$ cat src/shared/cpw_pkg.sv
// constants, register map and field layout of the processor control group
// assumes a 32-bit axi4-lite slave with byte addresses taken from the register map
// Functional notes
// - bank base resets to 0x0100
// - ram address = base or reg<<1, bit0 low
// - read-only sixteen-bit silicon revision, writes ignored
// - processor clock is system rate over N+1
// - divider slows processor only, peripherals undivided
// - sleep or halt request, others wake enables
// - bits 15..12 arm usb port wakeups
// - usb port wakeup raises no processor interrupt
// - bit 11 wakes on otg vbus/id change
// - bit 9 wakes on fast serial rx transition
// - bit 8 wakes on select falling edge
// - waking serial or spi byte is lost
// - bit 7 wakes on host port read
// - bit 4 wakes on gpio 25/24 transition
// - bit 2 reports boost rails below 3.0V
// - bit 1 sleeps; enabled wake resumes within 0.5ms
// - bit 0 halts processor; enabled interrupt ends
package cpw_pkg;
  localparam logic [15:0] CPW_OFF_BASE = 16'hc002;
  localparam logic [15:0] CPW_OFF_REV = 16'hc004;
  localparam logic [15:0] CPW_OFF_SPEED = 16'hc008;
  localparam logic [15:0] CPW_OFF_POWER = 16'hc00a;
  localparam logic [15:0] CPW_BASE_RST = 16'h0100;
  localparam logic [15:0] CPW_BASE_MASK = 16'hfff0;
  localparam logic [3:0] CPW_SPEED_RST = 4'hf;
  localparam logic [15:0] CPW_WAKE_MASK = 16'hfb90;
  localparam int CPW_B_HALT = 0;
  localparam int CPW_B_SLEEP = 1;
  localparam int CPW_B_BOOST = 2;
  localparam int CPW_B_GPIO = 4;
  localparam int CPW_B_HOST = 7;
  localparam int CPW_B_SPI = 8;
  localparam int CPW_B_SER = 9;
  localparam int CPW_B_OTG = 11;
  localparam int CPW_B_USB = 12;
  localparam logic [1:0] CPW_RESP_OK = 2'h0;
  localparam logic [1:0] CPW_RESP_ERR = 2'h2;
  // resume delay after wake, in microseconds, and in clocks at 25 MHz
  localparam int CPW_CLK_MHZ = 25;
  localparam int CPW_RESUME_US = 500;
  localparam int CPW_RESUME_CYC = CPW_RESUME_US * CPW_CLK_MHZ;
  // arbitrary neutral revision value
  localparam logic [15:0] CPW_REV_DEFAULT = 16'h0a00;
endpackage

$ cat src/hw/cpw_top.sv
// processor control registers: bank base, revision, clock divider, power and wake
// assumes one 25 MHz clock; wake inputs are asynchronous pins, irq_any is same-clock
module cpw_top import cpw_pkg::*; #(
  parameter logic [15:0] REVISION = CPW_REV_DEFAULT,
  parameter int RESUME_CYC = CPW_RESUME_CYC
) (
  // clock and reset
  input wire logic CLK,
  input wire logic RESETN,
  // axi4-lite slave
  input wire logic [15:0] S_AXI_AWADDR,
  input wire logic S_AXI_AWVALID,
  output logic S_AXI_AWREADY,
  input wire logic [31:0] S_AXI_WDATA,
  input wire logic [3:0] S_AXI_WSTRB,
  input wire logic S_AXI_WVALID,
  output logic S_AXI_WREADY,
  output logic [1:0] S_AXI_BRESP,
  output logic S_AXI_BVALID,
  input wire logic S_AXI_BREADY,
  input wire logic [15:0] S_AXI_ARADDR,
  input wire logic S_AXI_ARVALID,
  output logic S_AXI_ARREADY,
  output logic [31:0] S_AXI_RDATA,
  output logic [1:0] S_AXI_RRESP,
  output logic S_AXI_RVALID,
  input wire logic S_AXI_RREADY,
  // general register address formation
  input wire logic [3:0] GREG_NUM,
  output logic [15:0] GREG_ADDR,
  // wake sources and boost status (asynchronous pins)
  input wire logic [3:0] USB_LINE,
  input wire logic OTG_VBUS_VALID,
  input wire logic OTG_ID,
  input wire logic SER_RX,
  input wire logic SPI_SELECT_LOW,
  input wire logic HOST_READ,
  input wire logic [1:0] GPIO_WAKE,
  input wire logic BOOST_LOW,
  // enabled interrupt from the interrupt logic
  input wire logic IRQ_ANY,
  // processor control
  output logic CPU_CLK_EN,
  output logic CPU_RUN,
  output logic CLK_STOPPED,
  output logic USB_WAKE,
  output logic OTG_WAKE_IRQ
);
  typedef enum logic [3:0] {
    CPW_RUN = 4'h1, CPW_HALT = 4'h2, CPW_SLEEP = 4'h4, CPW_RESUME = 4'h8
  } cpw_mode_t;

  typedef struct packed {
    logic [1:0] rst_sync;
    logic [11:0] pin_s1;
    logic [11:0] pin_s2;
    logic [11:0] pin_old;
    logic [15:0] base;
    logic [3:0] speed;
    logic [3:0] speed_act;
    logic [3:0] div_cnt;
    logic [15:0] wake_en;
    cpw_mode_t mode;
    logic [31:0] resume_cnt;
    logic aw_hold;
    logic [15:0] aw_addr;
    logic w_hold;
    logic [31:0] w_data;
    logic [3:0] w_strb;
    logic bvalid;
    logic [1:0] bresp;
    logic rvalid;
    logic [31:0] rdata;
    logic [1:0] rresp;
    logic [15:0] greg_addr;
    logic cpu_en;
    logic usb_wake;
    logic otg_irq;
  } cpw_state_t;

  cpw_state_t q, d;
  logic rst_n;
  assign rst_n = q.rst_sync[1];

  function automatic logic [15:0] cpw_wmerge(logic [15:0] old, logic [31:0] wd,
                                             logic [3:0] st);
    cpw_wmerge = {st[1] ? wd[15:8] : old[15:8], st[0] ? wd[7:0] : old[7:0]};
  endfunction

  function automatic logic cpw_known(logic [15:0] a);
    cpw_known = (a == CPW_OFF_BASE) || (a == CPW_OFF_REV) ||
                (a == CPW_OFF_SPEED) || (a == CPW_OFF_POWER);
  endfunction

  logic [15:0] power_view;
  logic [11:0] pin_now;
  logic [11:0] pin_chg;
  logic usb_ev, other_ev, do_wr;
  logic [15:0] wr_val;

  always_comb begin
    d = q;
    d.rst_sync = {q.rst_sync[0], 1'b1};
    pin_now = {BOOST_LOW, GPIO_WAKE, HOST_READ, SPI_SELECT_LOW, SER_RX, OTG_ID,
               OTG_VBUS_VALID, USB_LINE};
    d.pin_s1 = pin_now;
    d.pin_s2 = q.pin_s1;
    d.pin_old = q.pin_s2;
    pin_chg = q.pin_s2 ^ q.pin_old;
    power_view = q.wake_en & CPW_WAKE_MASK;
    power_view[CPW_B_BOOST] = q.pin_s2[11];
    power_view[CPW_B_SLEEP] = (q.mode == CPW_SLEEP);
    power_view[CPW_B_HALT] = (q.mode == CPW_HALT);
    usb_ev = |(pin_chg[3:0] & q.wake_en[15:12]);
    other_ev = (pin_chg[4] | pin_chg[5]) & q.wake_en[CPW_B_OTG];
    other_ev = other_ev | (pin_chg[6] & q.wake_en[CPW_B_SER]);
    other_ev = other_ev | (pin_chg[7] & ~q.pin_s2[7] & q.wake_en[CPW_B_SPI]);
    other_ev = other_ev | (pin_chg[8] & q.pin_s2[8] & q.wake_en[CPW_B_HOST]);
    other_ev = other_ev | (|pin_chg[10:9] & q.wake_en[CPW_B_GPIO]);
    d.usb_wake = 1'b0;
    d.otg_irq = 1'b0;
    // write channel: accept address and data independently
    if (S_AXI_AWVALID && S_AXI_AWREADY) begin
      d.aw_hold = 1'b1;
      d.aw_addr = S_AXI_AWADDR;
    end
    if (S_AXI_WVALID && S_AXI_WREADY) begin
      d.w_hold = 1'b1;
      d.w_data = S_AXI_WDATA;
      d.w_strb = S_AXI_WSTRB;
    end
    do_wr = q.aw_hold && q.w_hold && !q.bvalid;
    wr_val = 16'h0000;
    if (do_wr) begin
      d.aw_hold = 1'b0;
      d.w_hold = 1'b0;
      d.bvalid = 1'b1;
      d.bresp = cpw_known(q.aw_addr) ? CPW_RESP_OK : CPW_RESP_ERR;
      if (q.aw_addr == CPW_OFF_BASE) begin
        d.base = cpw_wmerge(q.base, q.w_data, q.w_strb) & CPW_BASE_MASK;
      end
      if (q.aw_addr == CPW_OFF_SPEED) begin
        wr_val = cpw_wmerge({12'h000, q.speed}, q.w_data, q.w_strb);
        d.speed = wr_val[3:0];
      end
      if (q.aw_addr == CPW_OFF_POWER) begin
        wr_val = cpw_wmerge(power_view, q.w_data, q.w_strb);
        d.wake_en = wr_val & CPW_WAKE_MASK;
        if (q.mode == CPW_RUN && wr_val[CPW_B_SLEEP]) begin
          d.mode = CPW_SLEEP;
        end else if (q.mode == CPW_RUN && wr_val[CPW_B_HALT]) begin
          d.mode = CPW_HALT;
        end
      end
      // revision writes fall through with no effect
    end
    if (q.bvalid && S_AXI_BREADY) begin
      d.bvalid = 1'b0;
    end
    if (S_AXI_ARVALID && S_AXI_ARREADY) begin
      d.rvalid = 1'b1;
      d.rresp = cpw_known(S_AXI_ARADDR) ? CPW_RESP_OK : CPW_RESP_ERR;
      unique case (S_AXI_ARADDR)
        CPW_OFF_BASE: d.rdata = {16'h0000, q.base};
        CPW_OFF_REV: d.rdata = {16'h0000, REVISION};
        CPW_OFF_SPEED: d.rdata = {28'h0000000, q.speed};
        CPW_OFF_POWER: d.rdata = {16'h0000, power_view};
        default: d.rdata = 32'h00000000;
      endcase
    end else if (q.rvalid && S_AXI_RREADY) begin
      d.rvalid = 1'b0;
    end
    // power mode sequencing
    unique case (q.mode)
      CPW_RUN: ;
      CPW_HALT: if (IRQ_ANY) d.mode = CPW_RUN;
      CPW_SLEEP: begin
        if (usb_ev || other_ev) begin
          d.mode = CPW_RESUME;
          d.resume_cnt = 32'(RESUME_CYC - 1);
          d.usb_wake = usb_ev;
          d.otg_irq = (pin_chg[4] | pin_chg[5]) & q.wake_en[CPW_B_OTG];
        end
      end
      CPW_RESUME: begin
        if (q.resume_cnt == 32'd0) d.mode = CPW_RUN;
        else d.resume_cnt = q.resume_cnt - 32'd1;
      end
      default: d.mode = CPW_RUN;
    endcase
    // processor enable divider: peripherals keep CLK undivided
    d.cpu_en = 1'b0;
    if (q.mode == CPW_RUN) begin
      if (q.div_cnt >= q.speed_act) begin
        d.div_cnt = 4'h0;
        d.cpu_en = 1'b1;
        d.speed_act = q.speed;
      end else begin
        d.div_cnt = q.div_cnt + 4'h1;
      end
    end
    d.greg_addr = (q.base & CPW_BASE_MASK) | {11'h000, GREG_NUM, 1'b0};
  end

  always_ff @(posedge CLK or negedge RESETN) begin
    if (!RESETN) begin
      q <= '0;
      q.base <= CPW_BASE_RST;
      q.speed <= CPW_SPEED_RST;
      q.speed_act <= CPW_SPEED_RST;
      q.mode <= CPW_RUN;
    end else if (!rst_n) begin
      q <= '0;
      q.rst_sync <= {q.rst_sync[0], 1'b1};
      q.base <= CPW_BASE_RST;
      q.speed <= CPW_SPEED_RST;
      q.speed_act <= CPW_SPEED_RST;
      q.mode <= CPW_RUN;
    end else begin
      q <= d;
    end
  end

  assign S_AXI_AWREADY = rst_n && !q.aw_hold;
  assign S_AXI_WREADY = rst_n && !q.w_hold;
  assign S_AXI_BVALID = q.bvalid;
  assign S_AXI_BRESP = q.bresp;
  assign S_AXI_ARREADY = rst_n && !q.rvalid;
  assign S_AXI_RVALID = q.rvalid;
  assign S_AXI_RDATA = q.rdata;
  assign S_AXI_RRESP = q.rresp;
  assign GREG_ADDR = q.greg_addr;
  assign CPU_CLK_EN = q.cpu_en;
  assign CPU_RUN = (q.mode == CPW_RUN);
  assign CLK_STOPPED = (q.mode == CPW_SLEEP);
  assign USB_WAKE = q.usb_wake;
  assign OTG_WAKE_IRQ = q.otg_irq;

  AST_BASE_RESET: assert property (@(posedge CLK)
    $rose(rst_n) |-> q.base == CPW_BASE_RST)
    else $error("bank base not at reset value");
  AST_GREG_ADDR: assert property (@(posedge CLK) disable iff (!rst_n)
    1'b1 |=> GREG_ADDR == ({$past(q.base[15:4]), 4'h0} | {11'h000, $past(GREG_NUM), 1'b0}))
    else $error("general register address wrong");
  AST_BASE_WRITE: assert property (@(posedge CLK) disable iff (!rst_n)
    do_wr && q.aw_addr == CPW_OFF_BASE && q.w_strb[1:0] == 2'h3
    |=> q.base == {$past(q.w_data[15:4]), 4'h0})
    else $error("bank base write wrong");
  AST_REV_CONST: assert property (@(posedge CLK) disable iff (!rst_n)
    S_AXI_RVALID && $past(S_AXI_ARADDR) == CPW_OFF_REV && $rose(S_AXI_RVALID)
    |-> S_AXI_RDATA[15:0] == REVISION)
    else $error("revision read wrong");
  AST_DIV_PERIOD: assert property (@(posedge CLK) disable iff (!rst_n)
    CPU_CLK_EN && q.speed_act == 4'h1 && q.mode == CPW_RUN ##1 q.mode == CPW_RUN
    |-> !CPU_CLK_EN)
    else $error("divider period too short");
  AST_DIV_NOSTRETCH: assert property (@(posedge CLK) disable iff (!rst_n)
    !q.cpu_en && !$past(q.cpu_en) |-> $stable(q.speed_act))
    else $error("divisor changed mid period");
  AST_WAKE_EN_WRITE: assert property (@(posedge CLK) disable iff (!rst_n)
    do_wr && q.aw_addr == CPW_OFF_POWER && q.w_strb[1:0] == 2'h3
    |=> q.wake_en == ($past(q.w_data[15:0]) & CPW_WAKE_MASK))
    else $error("wake enables written wrong");
  AST_SLEEP_ENTRY: assert property (@(posedge CLK) disable iff (!rst_n)
    do_wr && q.aw_addr == CPW_OFF_POWER && q.w_strb[0] && q.w_data[CPW_B_SLEEP] &&
    q.mode == CPW_RUN |=> q.mode == CPW_SLEEP)
    else $error("sleep request not taken");
  AST_NO_CPU_SLEEP: assert property (@(posedge CLK) disable iff (!rst_n)
    q.mode == CPW_SLEEP |=> !CPU_CLK_EN)
    else $error("processor clocked while asleep");
  AST_RESUME_BOUND: assert property (@(posedge CLK) disable iff (!rst_n)
    q.mode == CPW_RESUME |-> q.resume_cnt < 32'(RESUME_CYC))
    else $error("resume delay too long");
  AST_HALT_EXIT: assert property (@(posedge CLK) disable iff (!rst_n)
    q.mode == CPW_HALT && IRQ_ANY |=> q.mode == CPW_RUN)
    else $error("halt not ended by interrupt");
  AST_HALT_NO_CPU: assert property (@(posedge CLK) disable iff (!rst_n)
    q.mode == CPW_HALT |=> !CPU_CLK_EN)
    else $error("processor clocked while halted");
  AST_USB_NOIRQ: assert property (@(posedge CLK) disable iff (!rst_n)
    USB_WAKE && !$past(other_ev) |-> !OTG_WAKE_IRQ)
    else $error("usb wake raised interrupt");
  AST_WAKE_USB: assert property (@(posedge CLK) disable iff (!rst_n)
    q.mode == CPW_SLEEP && usb_ev |=> q.mode == CPW_RESUME && USB_WAKE)
    else $error("usb wake missed");
  AST_WAKE_OTG: assert property (@(posedge CLK) disable iff (!rst_n)
    q.mode == CPW_SLEEP && q.wake_en[CPW_B_OTG] && q.pin_s2[5:4] != q.pin_old[5:4]
    |=> q.mode == CPW_RESUME && OTG_WAKE_IRQ)
    else $error("otg wake missed");
  AST_WAKE_SER: assert property (@(posedge CLK) disable iff (!rst_n)
    q.mode == CPW_SLEEP && q.wake_en[CPW_B_SER] && q.pin_s2[6] != q.pin_old[6]
    |=> q.mode == CPW_RESUME)
    else $error("serial wake missed");
  AST_WAKE_SPI: assert property (@(posedge CLK) disable iff (!rst_n)
    q.mode == CPW_SLEEP && q.wake_en[CPW_B_SPI] && q.pin_old[7] && !q.pin_s2[7]
    |=> q.mode == CPW_RESUME)
    else $error("select wake missed");
  AST_WAKE_HOST: assert property (@(posedge CLK) disable iff (!rst_n)
    q.mode == CPW_SLEEP && q.wake_en[CPW_B_HOST] && q.pin_s2[8] && !q.pin_old[8]
    |=> q.mode == CPW_RESUME)
    else $error("host port wake missed");
  AST_WAKE_GPIO: assert property (@(posedge CLK) disable iff (!rst_n)
    q.mode == CPW_SLEEP && q.wake_en[CPW_B_GPIO] && q.pin_s2[10:9] != q.pin_old[10:9]
    |=> q.mode == CPW_RESUME)
    else $error("pin wake missed");
  AST_BOOST_READ: assert property (@(posedge CLK) disable iff (!rst_n)
    $rose(S_AXI_RVALID) && $past(S_AXI_ARADDR) == CPW_OFF_POWER
    |-> S_AXI_RDATA[CPW_B_BOOST] == $past(q.pin_s2[11]))
    else $error("boost status read wrong");
endmodule

$ cat config.mk
export PLATFORM = sky130hd
export DESIGN_NAME = cpw_top
export DESIGN_NICKNAME = d
export VERILOG_FILES = /design/src/shared/cpw_pkg.sv /design/src/hw/cpw_top.sv
export SDC_FILE = /design/constraint.sdc
export NUM_CORES = 1
export LEC_CHECK = 0
export ABC_CLOCK_PERIOD_IN_PS = 2120
export BUFFER_PORTS_ARGS = -buffer_cell sky130_fd_sc_hd__buf_2
export CAP_MARGIN = 5
export CELL_PAD_IN_SITES_DETAIL_PLACEMENT = 1
export CELL_PAD_IN_SITES_GLOBAL_PLACEMENT = 1
export CORE_MARGIN = 5
export CORE_UTILIZATION = 39
export CTS_CLUSTER_DIAMETER = 30
export DETAILED_ROUTE_END_ITERATION = 8
export PLACE_DENSITY = 0.86
export SLEW_MARGIN = 20
export SYNTH_ARGS = -nofsm -noshare
export SYNTH_HDL_FRONTEND = slang
export SYNTH_SLANG_ARGS = --single-unit
$ cat constraint.sdc
create_clock -name CLK -period 2.12 [get_ports CLK]
set_clock_uncertainty 0.15 [all_clocks]
set_input_delay 0.636 -clock CLK [delete_from_list [all_inputs] [get_ports CLK]]
set_output_delay 0.636 -clock CLK [all_outputs]
set_load 0.02 [all_outputs]
Word-level counts from Yosys, hierarchy flattened
Cells that the tools add are included.

Bits in registers: 203. Bits of input ports: 92. Output and inout port bits: 62.

Add/sub/neg operators: 2. Order comparisons: 1. Eq/ne operators: 30. Mux-type cells: 38. Bitwise operators: 16. Reductions and logical operators: 34.

Operator list (number): 227-bit two-way mux (1); 16-bit equality test, second input constant (8); 16-bit one-hot mux with 4 select lines (1); 32-bit one-hot mux with 2 select lines (1); 20-bit two-way mux (3); 8-bit two-way mux (5); 37-bit two-way mux (1); 36-bit two-way mux (1); 34-bit two-way mux (1); 32-bit zero test (1); 32-bit two-way mux (1); 4-bit two-way mux (8); 32-bit by 1-bit subtractor with 32-bit output, second input constant (1); 3-bit AND reduction (6); 17-bit two-way mux (1); 16-bit two-way mux (1); 2-bit by 1-bit != test with 1-bit output, second input constant (8); 16-bit by 5-bit bitwise OR with 16-bit output (1); 4-bit one-hot mux with 4 select lines (1); 1-bit logical AND (12); 3-bit by 1-bit != test with 1-bit output, second input constant (4); 11-bit XOR (1); 2-bit two-way mux (4); 1-bit bitwise AND (7); other kinds (19) (42).

Longest topological paths before layout
Depth in word-level cells: 11. Gate-level depth with buffers: 9. Gate-level depth less buffers: 8.

Worst setup path after synthesis
OpenSTA, ideal clock, no wires.

Path kind: input -> register. From: in S_AXI_ARADDR[8]. To: reg q (netlist bit S_AXI_RRESP[1]). Library setup time: 0.120 ns. Data arrival time: 2.001 ns. Required time: 1.850 ns. Path slack: -0.151 ns. Stages on the path: 5. Cell sequence: nor4b_1 nand4_1 or4_1 clkbuf_1 o211a_1.

Word-level cells in the longest chain between the ends: 7. Elaborated cells on any way between the ends: 10. Those cells by class: eq/ne (4); mux (3); reduce/logical (3).

Ends and longest elaborated chain: start: declaration (RTL line cpw_top.sv:21) `input wire logic [15:0] S_AXI_ARADDR,`; 16-bit equality test (RTL line cpw_top.sv:91) `cpw_known = (a == CPW_OFF_BASE) || (a == CPW_OFF_REV) ||`; 1-bit logical OR (2 in a row) (RTL line cpw_top.sv:91); 1-bit logical OR (*) (RTL line cpw_top.sv:92) `(a == CPW_OFF_SPEED) || (a == CPW_OFF_POWER);`; 2-bit two-way mux (*) (RTL line cpw_top.sv:162) `d.rresp = cpw_known(S_AXI_ARADDR) ? CPW_RESP_OK : CPW_RESP_ERR;`; 34-bit two-way mux (*) (RTL line cpw_top.sv:160) `if (S_AXI_ARVALID && S_AXI_ARREADY) begin`; 227-bit two-way mux (*) (RTL line cpw_top.sv:212) `end else if (!rst_n) begin`; end: declaration (RTL line cpw_top.sv:81) `cpw_state_t q, d;`.

Mark *: on every way between the ends. The rest lies on a longest branch, timed or not. The select of a mux whose other input is x is not followed. A chain may end at the register's enable or synchronous reset.

Worst setup path in the final report
From: reg q[111] (netlist name). To: reg q[132] (netlist name).

Word-level cells in the longest chain between the ends: 4. Elaborated cells on any way between the ends: 7. Those cells by class: add/sub (1); eq/ne (1); mux (3); reduce/logical (2).

Ends and longest elaborated chain: 32-bit by 1-bit subtractor with 32-bit output (RTL line cpw_top.sv:187) `else d.resume_cnt = q.resume_cnt - 32'd1;`; 32-bit two-way mux (RTL line cpw_top.sv:186) `if (q.resume_cnt == 32'd0) d.mode = CPW_RUN;`; 32-bit one-hot mux with 2 select lines (RTL line cpw_top.sv:174) `unique case (q.mode)`; 227-bit two-way mux (RTL line cpw_top.sv:212).

Several ways; a longest one is shown, not always the timed one. The select of a mux whose other input is x is not followed.

==> flow_metrics.tcl <==
set metrics [dict create \
    synth_edf_count 0 \
    wl_per_cell_um 24.8 \
    cp_top_family "simple AND/OR/NAND/NOR gates" \
    utilization 0.546 \
    yosysUniqueCellTypes 63 \
    vdd_ir_drop_max_uv 568 \
    synth_xor_area_frac 0.0313 \
    endpoint_kind "register" \
    grt_remaining_overflow 0 \
    setup_viol_count_final 62 \
    outcome "finished, violations left" \
    holdPathStages 3 \
    cts-root-buf "clkbuf_16" \
    drt_iter0_markers 795 \
    ant_nets 0 \
    drc 0 \
    nets 1155 \
    slew_viol_final 0 \
    clk_pin_slew_ps 80 \
    grt_pass1_wl_mm 45.6 \
    fin_crit_sh 1.23 \
    worst_path_max_delay_cell "dfrtp_1" \
    path_buf_inv 3 \
    die_area_um2 24500 \
    port_buffers 116 \
    place.gp.congestion 0.802 \
    yosysWarnings 0 \
    antenna_found_initial 3 \
    yosysSeqAreaShare 0.539 \
    cts_num_sinks 180 \
    num_io_pins 154 \
    firstDrtPassIters 5 \
    vias 7647 \
    min_path_type "primary input to register" \
    worstMarginPinSlew_ps 823 \
    timing.slew.headroom 0.449 \
    htreeDepth 4 \
    hold_viol_final 0 \
    final_common_cell "dfrtp_1" \
    vias_per_cell 5.68 \
    p_per_area_nw_per_um2 671 \
    worstPathCellList "inv_2, ha_4, nor4b_4, nand4_4, buf_6, or3_4, nand3_4, buf_4, xor2_1, nor2_1" \
    initial_core_util 0.398 \
    min_period_ps 2600 \
    synthAdderAreaFrac 0.00896 \
    final_cell_mix "166 x dfrtp_1, 121 x buf_4, 110 x buf_2" \
    fin_ws_ps -480 \
    regToRegSetupSlack_ps -480 \
    synth_top_family_by_area "simple AND/OR/NAND/NOR gates" \
    rows 53 \
    netlist_instances 837 \
    syn_area_um2 8380 \
    cap_violations 0 \
    synth-seq-cells 180 \
    synthMuxAreaShare 0.0227 \
    cp_max_fo 6 \
    cts_tree "done" \
    syn_avg_cell_area_um2 10.0 \
    core_um2 21100 \
    ys.flop_type "dfrtp_1" \
    holdPathEnd "q[103]" \
    drive_above_1_share 0.406 \
    cts_buffer_depth 2 \
    violations "setup timing" \
    min_from "S_AXI_AWADDR[9]" \
    die_x_um 157 \
    dpl_cell_area_um2 9600 \
    dp_hpwl_mm 16.7 \
    cpPeakStageDelay_ps 420 \
    worstPathRequired_ps 2320 \
    critical_path_class "register to register" \
    postLayoutCellArea_um2 11500 \
    grt_max_degree 93 \
    die_h_um 157 \
    syn2layout_area_growth_pct 37.4 \
    r2r.worst_path.cells 10 \
    reg2reg_from "q[111]" \
    fill_cells 2318 \
    synth-simple-area-share 0.217 \
    r2r-end "q[132]" \
    cts-buffers-inserted 17 \
    grt_pass1_vias 7999 \
    fmax_ghz 0.385 \
    wl_mm 33.3 \
    p_leak_nw 5.56 \
    synth_compound_area_frac 0.105 \
    crit_arrival_ps 2800 \
    synth-async-reset-ratio 1.00 \
    clock_latency_ps 470 \
    rsz0062_at_grt "true" \
    critPathLaunchType "register" \
    grt_usage 0.241 \
]
-- cells by family after synthesis --
kind of cell / after synthesis
AO/OA/AOI/OAI: 147
XOR/XNOR: 30
adder cells (fa/ha/maj): 6
buffers and inverters: 111
flip-flops: 180
multiplexers: 19
other: 2
AND/OR/NAND/NOR: 342
-- power breakdown --
part	total, mW	switching (mW)	internal [mW]
Sequential	3.63	0.101	3.52
Clock	3.43	1.52	1.91
Combinational	0.669	0.418	0.251
Total	7.73	2.04	5.69
-- Yosys cell counts (12+ instances only) --
cell type,instances,area (um^2)
inv_1,17,63.8
clkbuf_1,29,109
and2_1,52,325
a21oi_1,30,150
nor3_1,15,75.1
xnor2_1,12,105
a22oi_1,13,97.6
nand3_1,31,155
o21ai_0,66,330
xor2_1,18,158
nand2_1,122,458
mux2i_1,19,190
dfrtp_1,170,4250
buf_4,52,390
nor2_1,59,221
-- flip-flops by register name, summed over array words and instances (netlist names) --
signal / count
CPU_CLK_EN: 1
GREG_ADDR: 15
OTG_WAKE_IRQ: 1
S_AXI_BRESP: 1
S_AXI_BVALID: 1
S_AXI_RDATA: 16
S_AXI_RRESP: 1
S_AXI_RVALID: 1
USB_WAKE: 1
d: 25
power_view: 9
q: 108
-- timing repair --
action,in CTS,in global routing
pin swaps,47,59
gates cloned,2,0
endpoints found under the hold margin,24,0
setup buffers,30,37
gates resized for setup,102,80
endpoints found under the setup margin,66,77
hold buffers,1,0
-- cell type report --
class | instances | area, um^2 | share of cell area
inverters | 20 | 85.1 | 0.00739
repair buffers | 273 | 1970 | 0.171
multi-input cells | 565 | 3980 | 0.345
well taps | 275 | 344 | 0.0299
clock inverters | 11 | 168 | 0.0146
diodes | 3 | 7.51 | 0.000652
flip-flops and latches | 180 | 4520 | 0.393
clock buffers | 19 | 443 | 0.0385
-- tightest hold or removal path, delay by kind of cell --
family	cells	cell delay, ps
AO/OA/AOI/OAI	1	60
buffers and inverters	1	70
AND/OR/NAND/NOR	1	30
-- worst max-delay path by stage --
stage | from | end | slack [ps] | depth (start not counted)
after detailed placement | q[132] | q[115] | -230 | 6
after global placement | q[132] | q[115] | -120 | 6
after floorplan | q[228] | S_AXI_ARREADY | -30 | 5
after CTS | q[144] | CLK_STOPPED | -300 | 3
after global routing | q[111] | q[134] | -490 | 10
final | q[111] | q[132] | -480 | 10
-- stage by stage --
stage | hold slack (ps) | cells | TNS, ps | worst slack [ps] | total power, mW
2_1_floorplan | 181 | 855 | -216 | -34.0 | 3.94
3_3_place_gp | 183 | 1249 | -2620 | -117 | 4.17
3_5_place_dp | 191 | 1249 | -7750 | -226 | 4.20
4_1_cts | 211 | 1310 | -2620 | -297 | 7.62
5_1_grt | 236 | 1346 | -17450 | -487 | 7.93
6_report | 229 | 1346 | -15330 | -480 | 7.73
-- layer usage --
layer | global-route usage | up-vias | wire length, um
met1 | 0.291 | 3881 | 13000
met3 | 0.0495 | 124 | 2180
met2 | 0.413 | 410 | 16400
met4 | 0.117 | 0 | 1710
met5 | 0 | - | 0
li1 | - | 3232 | -
Note: power is estimated with default switching activity, not from simulation.
